File: src/shared/rfib_pkg.sv
/*
  rfib_pkg: shared constants of the regulator fault interrupt bank.
  Register offsets, field positions, widths and values after reset.
  Assumes an 8-bit register port from the serial control interface.
*/
`default_nettype none

package rfib_pkg;

  ////////////////////////////////////////////////////////////////////////
  // register port geometry
  localparam int ADDR_W = 8;
  localparam int DATA_W = 8;
  localparam int FAULT_N = 6;
  localparam int VSEL_W = 3;

  ////////////////////////////////////////////////////////////////////////
  // register offsets on the functional page
  localparam logic [7:0] OFS_STAT3 = 8'h0e;
  localparam logic [7:0] OFS_SENSE3 = 8'h10;
  localparam logic [7:0] OFS_STAT4 = 8'h11;
  localparam logic [7:0] OFS_MASK4 = 8'h12;
  localparam logic [7:0] OFS_SENSE4 = 8'h13;
  localparam logic [7:0] OFS_CHG_CTL = 8'h1a;

  ////////////////////////////////////////////////////////////////////////
  // field positions
  localparam int BIT_FUSE_ERR = 7;
  localparam int BIT_FUSE_RUN = 6;
  localparam int BIT_FUSE_DONE = 6;
  localparam int BIT_BOOST_OC = 0;
  localparam int BIT_LINREG4 = 5;
  localparam int BIT_LINREG3 = 4;
  localparam int BIT_RAIL_3V3 = 3;
  localparam int BIT_SD_RAIL = 2;
  localparam int BIT_LINREG2 = 1;
  localparam int BIT_LINREG1 = 0;
  localparam int BIT_CHG_ON = 3;
  localparam int BIT_VSEL_LO = 0;

  ////////////////////////////////////////////////////////////////////////
  // values after reset
  localparam logic [5:0] RST_MASK4 = 6'h3f;
  localparam logic RST_CHG_ON = 1'b0;
  localparam logic [2:0] RST_VSEL = 3'h0;
  localparam logic [7:0] RD_ZERO = 8'h00;

endpackage

`default_nettype wire

File: src/logic/rfib_fault_bank.sv
/*
  rfib_fault_bank: fault sense and latched flags for the tail of bank 3
  and all of bank 4, mask and interrupt pin for bank 4, plus backup cell charger
  control. Assumes a synchronous byte-wide register port decoded from
  the serial control interface, and fault levels synchronous to clock.
*/
`timescale 1ns/1ps
`default_nettype none

// How it works
// fuse error level reads live on bit 7 of bank-3 sense.
// bank-3 sense bit 6 is high exactly while fuse burn runs.
// host must not touch fuse test registers while bit 6 reads one.
// boost overcurrent level reads live on bit 0 of bank-3 sense.
// bank-4 status holds six flags: linreg4,3, 3v3, sd, linreg2,1.
// each bank-4 flag sets while its regulator is in current limit.
// writing one clears a flag; writing zero leaves it alone.
// a zero mask bit lets its flag reach the interrupt pin.
// a one mask bit blocks its flag; mask bits sit at 5 to 0.
// bank-4 sense at 0x13 is read only and shows live levels.
// bank-4 sense bits 7,6 read zero; others follow the regulators.
// bank-4 sense bit is one while above limit, same positions.
// charger control bit 3 switches the backup charger on or off.
// charger control bits 2 to 0 pick the 2.50 to 3.30 V level.
// bank-3 status bit 6 latches once the fuse burn has finished.
// interrupt pin goes low while any unmasked flag is one.
// sense writes are ignored; reserved bits read zero.
module rfib_fault_bank #(
  parameter int FAULT_N = rfib_pkg::FAULT_N
) (
  // clock and reset
  input wire logic i_sys_clk,
  input wire logic i_resetn,
  // register port from the serial control interface
  input wire logic [rfib_pkg::ADDR_W-1:0] i_reg_addr,
  input wire logic i_reg_wr,
  input wire logic i_reg_rd,
  input wire logic [rfib_pkg::DATA_W-1:0] i_reg_wdata,
  output var logic [rfib_pkg::DATA_W-1:0] o_reg_rdata,
  output var logic o_reg_rvalid,
  // live conditions from the analog side
  input wire logic i_fuse_error_sense,
  input wire logic i_fuse_burn_running_sense,
  input wire logic i_boost_overcurrent_sense,
  input wire logic [FAULT_N-1:0] i_rail_overcurrent_sense,
  // interrupt pin and charger controls
  output var logic o_irq_out_n,
  output var logic o_backup_charger_on,
  output var logic [rfib_pkg::VSEL_W-1:0] o_backup_charge_voltage_sel
);
  import rfib_pkg::*;

  ////////////////////////////////////////////////////////////////////////
  // declarations
  logic [FAULT_N-1:0] fault_status_bank4;
  logic [FAULT_N-1:0] fault_mask_bank4;
  logic [FAULT_N-1:0] next_mask;
  logic [FAULT_N-1:0] stat4_clear;
  logic fuse_burn_done_flag;
  logic done_clear;
  logic burn_running_q;
  logic next_burn_running_q;
  logic burn_finished;
  logic next_charger_on;
  logic [VSEL_W-1:0] next_vsel;
  logic [DATA_W-1:0] otp_boost_sense_bank3;
  logic [DATA_W-1:0] fault_sense_bank4;
  logic [DATA_W-1:0] next_rdata;
  logic next_rvalid;
  logic next_irq_n;
  logic wr_stat3;
  logic wr_stat4;
  logic wr_mask4;
  logic wr_coin;

  ////////////////////////////////////////////////////////////////////////
  // write decode; sense offsets have no write strobe at all
  // sense writes dropped
  always_comb begin
    wr_stat3 = i_reg_wr && (i_reg_addr == OFS_STAT3);
    wr_stat4 = i_reg_wr && (i_reg_addr == OFS_STAT4);
    wr_mask4 = i_reg_wr && (i_reg_addr == OFS_MASK4);
    wr_coin = i_reg_wr && (i_reg_addr == OFS_CHG_CTL);
  end

  ////////////////////////////////////////////////////////////////////////
  // bank-4 latched fault flags, one cell per regulator
  genvar g;
  generate
    for (g = 0; g < FAULT_N; g++) begin : g_flag
      // write one clears
      assign stat4_clear[g] = wr_stat4 & i_reg_wdata[g];
      // current limit sets
      rfib_flag_cell u_cell (
        .i_sys_clk(i_sys_clk),
        .i_resetn(i_resetn),
        .i_set(i_rail_overcurrent_sense[g]),
        .i_clear(stat4_clear[g]),
        .o_flag(fault_status_bank4[g])
      );
    end
  endgenerate

  ////////////////////////////////////////////////////////////////////////
  // fuse burn completion: falling edge of the running level
  always_comb begin
    next_burn_running_q = i_fuse_burn_running_sense;
    // end of burn sequence
    burn_finished = burn_running_q & ~i_fuse_burn_running_sense;
    done_clear = wr_stat3 & i_reg_wdata[BIT_FUSE_DONE];
  end

  always_ff @(posedge i_sys_clk or negedge i_resetn) begin
    if (!i_resetn) begin
      burn_running_q <= 1'b0;
    end else begin
      burn_running_q <= next_burn_running_q;
    end
  end

  rfib_flag_cell u_done_cell (
    .i_sys_clk(i_sys_clk),
    .i_resetn(i_resetn),
    .i_set(burn_finished),
    .i_clear(done_clear),
    .o_flag(fuse_burn_done_flag)
  );

  ////////////////////////////////////////////////////////////////////////
  // mask and charger control registers
  always_comb begin
    next_mask = fault_mask_bank4;
    next_charger_on = o_backup_charger_on;
    next_vsel = o_backup_charge_voltage_sel;
    // mask bits 5 to 0
    if (wr_mask4) begin
      next_mask = i_reg_wdata[FAULT_N-1:0];
    end
    if (wr_coin) begin
      // charger enable
      next_charger_on = i_reg_wdata[BIT_CHG_ON];
      // voltage select
      next_vsel = i_reg_wdata[BIT_VSEL_LO +: VSEL_W];
    end
  end

  always_ff @(posedge i_sys_clk or negedge i_resetn) begin
    if (!i_resetn) begin
      fault_mask_bank4 <= RST_MASK4[FAULT_N-1:0];
      o_backup_charger_on <= RST_CHG_ON;
      o_backup_charge_voltage_sel <= RST_VSEL;
    end else begin
      fault_mask_bank4 <= next_mask;
      o_backup_charger_on <= next_charger_on;
      o_backup_charge_voltage_sel <= next_vsel;
    end
  end

  ////////////////////////////////////////////////////////////////////////
  // live sense images, reserved bits held at zero
  always_comb begin
    otp_boost_sense_bank3 = RD_ZERO;
    // fuse error live
    otp_boost_sense_bank3[BIT_FUSE_ERR] = i_fuse_error_sense;
    // burn running live
    otp_boost_sense_bank3[BIT_FUSE_RUN] = i_fuse_burn_running_sense;
    // boost overcurrent live
    otp_boost_sense_bank3[BIT_BOOST_OC] = i_boost_overcurrent_sense;
    // upper bits zero
    fault_sense_bank4 = RD_ZERO;
    // same positions as flags
    fault_sense_bank4[FAULT_N-1:0] = i_rail_overcurrent_sense;
  end

  ////////////////////////////////////////////////////////////////////////
  // read mux, answered one cycle after the strobe
  always_comb begin
    next_rdata = RD_ZERO;
    next_rvalid = i_reg_rd;
    if (i_reg_rd) begin
      case (i_reg_addr)
        OFS_STAT3: begin
          next_rdata[BIT_FUSE_DONE] = fuse_burn_done_flag;
        end
        OFS_SENSE3: begin
          next_rdata = otp_boost_sense_bank3;
        end
        // six flags in order
        OFS_STAT4: begin
          next_rdata[FAULT_N-1:0] = fault_status_bank4;
        end
        OFS_MASK4: begin
          next_rdata[FAULT_N-1:0] = fault_mask_bank4;
        end
        // live, read only
        OFS_SENSE4: begin
          next_rdata = fault_sense_bank4;
        end
        OFS_CHG_CTL: begin
          next_rdata[BIT_CHG_ON] = o_backup_charger_on;
          next_rdata[BIT_VSEL_LO +: VSEL_W] = o_backup_charge_voltage_sel;
        end
        default: begin
          next_rdata = RD_ZERO; // unmapped reads zero
        end
      endcase
    end
  end

  ////////////////////////////////////////////////////////////////////////
  // interrupt pin, active low
  always_comb begin
    // unmasked flags reach pin
    // low while any unmasked
    next_irq_n = ~|(fault_status_bank4 & ~fault_mask_bank4);
  end

  always_ff @(posedge i_sys_clk or negedge i_resetn) begin
    if (!i_resetn) begin
      o_reg_rdata <= RD_ZERO;
      o_reg_rvalid <= 1'b0;
      o_irq_out_n <= 1'b1;
    end else begin
      o_reg_rdata <= next_rdata;
      o_reg_rvalid <= next_rvalid;
      o_irq_out_n <= next_irq_n;
    end
  end

  ////////////////////////////////////////////////////////////////////////
  // checks
  irq_assert_a: assert property (
    @(posedge i_sys_clk) disable iff (!i_resetn)
    (|(fault_status_bank4 & ~fault_mask_bank4)) |=> !o_irq_out_n)
    else $error("interrupt pin not asserted for unmasked flag");

  irq_masked_a: assert property (
    @(posedge i_sys_clk) disable iff (!i_resetn)
    ((fault_status_bank4 & ~fault_mask_bank4) == '0) |=> o_irq_out_n)
    else $error("interrupt pin low with all flags masked or clear");

  fault_to_irq_a: assert property (
    @(posedge i_sys_clk) disable iff (!i_resetn)
    (i_rail_overcurrent_sense[0] && !fault_mask_bank4[0]
      && !wr_mask4) |=> ##1 !o_irq_out_n)
    else $error("unmasked fault did not reach the pin in two cycles");

  sense4_read_a: assert property (
    @(posedge i_sys_clk) disable iff (!i_resetn)
    (i_reg_rd && i_reg_addr == OFS_SENSE4) |=>
      (o_reg_rvalid && o_reg_rdata[7:6] == 2'b00 &&
       o_reg_rdata[FAULT_N-1:0] == $past(i_rail_overcurrent_sense)))
    else $error("bank-4 sense read wrong");

  sense3_read_a: assert property (
    @(posedge i_sys_clk) disable iff (!i_resetn)
    (i_reg_rd && i_reg_addr == OFS_SENSE3) |=>
      (o_reg_rdata[6] == $past(i_fuse_burn_running_sense) &&
       o_reg_rdata[7] == $past(i_fuse_error_sense) &&
       o_reg_rdata[0] == $past(i_boost_overcurrent_sense) &&
       o_reg_rdata[5:1] == 5'h00))
    else $error("bank-3 sense read wrong");

  burn_done_a: assert property (
    @(posedge i_sys_clk) disable iff (!i_resetn)
    ($fell(i_fuse_burn_running_sense) && burn_running_q) |=>
      fuse_burn_done_flag)
    else $error("fuse burn completion not latched");

  stat4_clear_a: assert property (
    @(posedge i_sys_clk) disable iff (!i_resetn)
    (wr_stat4 && i_reg_wdata[3] && !i_rail_overcurrent_sense[3])
      |=> !fault_status_bank4[3])
    else $error("bank-4 flag not cleared by write of one");

  charger_write_a: assert property (
    @(posedge i_sys_clk) disable iff (!i_resetn)
    wr_coin |=> (o_backup_charger_on == $past(i_reg_wdata[3]) &&
      o_backup_charge_voltage_sel == $past(i_reg_wdata[2:0])))
    else $error("charger control write not applied");

  sense_write_a: assert property (
    @(posedge i_sys_clk) disable iff (!i_resetn)
    (i_reg_wr && i_reg_addr == OFS_SENSE4) |=>
      ($stable(fault_mask_bank4) && $stable(o_backup_charger_on)))
    else $error("write to sense register changed state");

  rvalid_pulse_a: assert property (
    @(posedge i_sys_clk) disable iff (!i_resetn)
    !i_reg_rd |=> !o_reg_rvalid)
    else $error("read answer without a read strobe");

endmodule

`default_nettype wire

File: src/logic/rfib_flag_cell.sv
/*
  rfib_flag_cell: one latched event flag, cleared by a write of one.
  Assumes set and clear are single-cycle synchronous qualifiers.
*/
`timescale 1ns/1ps
`default_nettype none

module rfib_flag_cell (
  // clock and reset
  input wire logic i_sys_clk,
  input wire logic i_resetn,
  // event and clear
  input wire logic i_set,
  input wire logic i_clear,
  // latched flag
  output var logic o_flag
);

  logic next_flag;

  // set beats a clear landing in the same cycle
  always_comb begin
    next_flag = i_set | (o_flag & ~i_clear);
  end

  always_ff @(posedge i_sys_clk or negedge i_resetn) begin
    if (!i_resetn) begin
      o_flag <= 1'b0;
    end else begin
      o_flag <= next_flag;
    end
  end

  flag_set_wins_a: assert property (
    @(posedge i_sys_clk) disable iff (!i_resetn)
    i_set |=> o_flag)
    else $error("flag missed its set event");

  flag_clear_a: assert property (
    @(posedge i_sys_clk) disable iff (!i_resetn)
    (!i_set && i_clear) |=> !o_flag)
    else $error("flag survived a clear");

  flag_hold_a: assert property (
    @(posedge i_sys_clk) disable iff (!i_resetn)
    (!i_set && !i_clear) |=> $stable(o_flag))
    else $error("flag changed without cause");

endmodule

`default_nettype wire

File: config.mk
export PLATFORM = sky130hd
export DESIGN_NAME = rfib_fault_bank
export DESIGN_NICKNAME = d
export VERILOG_FILES = /design/src/shared/rfib_pkg.sv /design/src/logic/rfib_fault_bank.sv /design/src/logic/rfib_flag_cell.sv
export SDC_FILE = /design/constraint.sdc
export NUM_CORES = 1
export LEC_CHECK = 0
export BUFFER_PORTS_ARGS = -buffer_cell sky130_fd_sc_hd__buf_2
export CAP_MARGIN = 0
export CORE_UTILIZATION = 50
export DETAILED_ROUTE_END_ITERATION = 8
export PLACE_DENSITY = 0.85
export RECOVER_POWER = 50
export SLEW_MARGIN = 30
export SYNTH_ARGS = -nofsm -noshare
export SYNTH_HDL_FRONTEND = slang
export SYNTH_HIERARCHICAL = 1
export SYNTH_SLANG_ARGS = --single-unit
export TNS_END_PERCENT = 30
File: constraint.sdc
create_clock -name i_sys_clk -period 1.3 [get_ports i_sys_clk]
set_input_delay 0.065 -clock i_sys_clk [delete_from_list [all_inputs] [get_ports i_sys_clk]]
set_output_delay 0.065 -clock i_sys_clk [all_outputs]
set_load 0.02 [all_outputs]
==> flow_summary.ini <==
[setup_path]
endpoint = o_reg_rdata[0]$_DFF_PN0_
timing.rr.start = fault_mask_bank4[0]$_DFFE_PN1P_
crit_chain = mux2i_1 > or3_1 > a21oi_1
timing.critical_path.from = fault_mask_bank4[0]$_DFFE_PN1P_
rr_worst_depth = 3
worstSetupPathType = reg2reg
cp.arrival_ns = 1.44
rrSetupSlack_ns = 0.11
critPathMaxFanout = 3
critical_path_required_ns = 1.56
worst_path_max_delay_cell = sky130_fd_sc_hd__dfstp_2
critPathMaxStageDelay_ns = 0.56
critPathTopFamily = flip-flops
critical_path_depth = 3
reg2reg_to = o_reg_rdata[0]$_DFF_PN0_
worstSetupStartpointType = flip-flop
timing.critical_path.buf_inv = 0
setup.worst_path.end_class = flip-flop

[synthesis]
synth_seq_cells = 28
synth-xor-area-share_pct = 0
netlist_area_um2 = 1420
postSynthNetCount = 148
synth_top_family_by_area = simple AND/OR/NAND/NOR gates
ys_warn_count = 6
synthFlopType = sky130_fd_sc_hd__dfrtp_1
synth_cells = 119
netlist.area_leader.share_pct = 37.1
async_flop_share_pct = 100
yosys.area_share.adder_pct = 0
synth_seq_area_share_pct = 50.1
netlist-cell-type-count = 32
synth_area_leader_cell = sky130_fd_sc_hd__dfrtp_1
muxShareOfSynthArea_pct = 16.9
synthSimpleGateAreaFrac_pct = 17.0
netlist_top_cells_area = sky130_fd_sc_hd__dfrtp_1 37%, sky130_fd_sc_hd__dfstp_2 13%, sky130_fd_sc_hd__mux2_2 12%
syn-mean-instance-area_um2 = 11.9
fraction_of_the_mapped_netlist_area_in_compound_gates_pct = 9.81
synth_edf_count = 0

[sta]
number_of_pins_with_negative_max_slew_slack_in_the_final_report = 0
period_minus_slack_ns = 1.19
timing.setup.tns_ns = 0
worst_clock_skew_ns = 0.0144
timing.fmax_mhz = 844
report.final.setup_viol = 0
period_share_pct = 91.2
worstMarginPinSlew_ns = 0.681
finalHoldViolCount = 0
unrepaired_setup_endpoints_after_global_routing = false
worst_slew_margin_rel_pct = 54.6
postLayoutSetupSlackWorst_ns = 0.115

[global_routing]
grt_use_total_pct = 21.1
antenna_found_initial = 0
first_global_vias = 1158
grt_pass1_wl_um = 5200
globalRoute.totalOverflow = 0
maximum_number_of_pins_on_one_net_before_global_route_repair = 29

[run]
maxCapViolations = 0

[detailed_routing]
viasPerCell = 5.38
route.detailed.drc = 0
postRouteWirelength_um = 3050
wire_per_inst_um = 14.3
initialDrtViolationCount = 41
total_vias_in_the_final_route = 1147
detail_route.first_pass.iterations = 4
drt.antenna.violating_nets = 0

[clock_tree]
max-clock-path-buffers = 2
tritoncts_clock_tree = done
htree_num_levels = 1
clkTransAtPathRegs_ns = 0.16
cts.repair.resized = 0
numClockSinks = 28
cts_inserted_buffers = 3
clock_latency_ns = 0.33
ctsRootBufferMaster = sky130_fd_sc_hd__clkbuf_4

[placement]
gp_routability_congestion = 0.833
io_buffers = 41
dp_slack_ns = 0.0340
dp_cells = 193
dp_hpwl_um = 2220

[floorplanning]
die-width_um = 55.2
row_count = 18
pin_count = 43
start_util_pct = 55.1
placeableCoreArea_um2 = 2570
fp.dieArea_um2 = 3050
die_h_um = 55.2

[status]
status = complete, no violations

[final_layout]
layout.core_utilization_pct = 71.6
layout.cells.non_filler = 213
final_layout_size_suffix_gt1_share_pct = 41.5
final_nets = 213
synthToLayoutAreaGrowth_pct = 29.9
antenna-diode-count = 0

[power_and_ir_drop]
static-leakage-power_nw = 0.905
ir_drop_uv = 605
power_per_cell_area_nw_per_um2 = 822
power_mw = 1.51

[worst_hold_path]
timing.hold.worst.start = i_reg_addr[7]
hold_depth = 4
worstHoldPathType = in2reg
[tightest hold or removal path, stage by stage]
cell                        delay (ns)
sky130_fd_sc_hd__buf_2            0.08
sky130_fd_sc_hd__nor3_1           0.08
sky130_fd_sc_hd__o2111ai_1        0.08
sky130_fd_sc_hd__a21oi_1          0.05
[cell usage after synthesis (2+ instances only)]
cell / count
sky130_fd_sc_hd__inv_1: 14
sky130_fd_sc_hd__nor2b_1: 4
sky130_fd_sc_hd__mux2_2: 15
sky130_fd_sc_hd__mux2_4: 4
sky130_fd_sc_hd__dfstp_2: 7
sky130_fd_sc_hd__buf_6: 2
sky130_fd_sc_hd__nor2_1: 7
sky130_fd_sc_hd__and4b_1: 2
sky130_fd_sc_hd__a21o_1: 7
sky130_fd_sc_hd__nand3_1: 3
sky130_fd_sc_hd__and3_1: 2
sky130_fd_sc_hd__a22oi_1: 5
sky130_fd_sc_hd__o22ai_1: 3
sky130_fd_sc_hd__dfrtp_1: 21
sky130_fd_sc_hd__and2_1: 6
[cell usage in the layout (no fill, tap or decap), drive strengths merged]
cell type,Yosys,layout
and2,6,6
a21oi,1,1
a22oi,5,5
nand2,1,1
dfrtp,21,21
clkbuf,0,8
a21o,7,7
and2b,1,1
nor2b,4,4
dlygate4sd3,0,16
o2111ai,1,1
and4b,2,2
nor3,2,2
and3b,1,1
buf,4,44
nor3b,1,1
nor2,7,7
o22ai,3,3
a32oi,1,1
mux2,19,19
mux2i,1,1
nand4,2,2
inv,14,14
and3,2,2
or3,1,1
dfstp,7,7
a21boi,1,1
nand3,3,3
and4,1,1
[registers in the layout (all words and copies together) (netlist names)]
signal / cells
o_reg_rdata: 8
burn_running_q: 1
o_backup_charger_on: 1
g_flag.u_cell/o_flag: 6
o_irq_out_n: 1
o_reg_rvalid: 1
o_backup_charge_voltage_sel: 3
fault_mask_bank4: 6
u_done_cell/o_flag: 1
[report_power, final]
| group | internal, mW | leakage [nW] | total (mW) | switching [mW] |
|---|---|---|---|---|
| logic | 0.123 | 0.566 | 0.231 | 0.108 |
| clock network | 0.120 | 0.0150 | 0.371 | 0.251 |
| registers | 0.898 | 0.324 | 0.910 | 0.0120 |
| total | 1.14 | 0.905 | 1.51 | 0.371 |
[logic make-up after synthesis]
family,Yosys count
flip-flops,28
AO/OA/AOI/OAI,19
buffers and inverters,18
AND/OR/NAND/NOR,34
multiplexers,20
[area by class of cell]
class,instances,area (um2)
Clock buffer,4,26.3
Multi-Input combinational cell,73,599
Inverter,14,52.6
Fill cell,199,729
Tap cell,30,37.5
Timing Repair Buffer,64,413
Sequential cell,28,709
[per-stage QoR]
stage	hold WS, ns	area, um2
after floorplan	-0.231	1420
after global placement	0.0976	1680
after detailed placement	0.121	1680
after CTS	0.0230	1860
after global routing	0.0745	1840
final	0.0499	1840
[per-layer routing]
layer,GRT usage [%],share of wire (%),wire length [um],up-vias
li1,-,-,-,542
met1,28.5,44,1330,565
met2,36.0,51,1560,38
met3,2.34,4.6,141,2
met4,6.07,0.33,10,0
met5,0,0,0,-
[timing repair]
item | 4_1_cts | 5_1_grt
buffers inserted | 0 | 0
endpoints found under the hold margin | 40 | 0
hold buffers | 16 | 0
setup endpoints to repair | 0 | 0
[how the worst min path moves through the flow]
stage	to	slack, ns
5_1_grt	o_reg_rdata[0]$_DFF_PN0_	0.07
3_3_place_gp	o_backup_charge_voltage_sel[2]$_DFFE_PN0P_	0.1
3_5_place_dp	o_reg_rdata[3]$_DFF_PN0_	0.12
6_report	o_reg_rdata[0]$_DFF_PN0_	0.05
2_1_floorplan	burn_running_q$_DFF_PN0_	-0.23
4_1_cts	o_reg_rdata[0]$_DFF_PN0_	0.02
No activity file was read; power rests on OpenSTA's default activity.
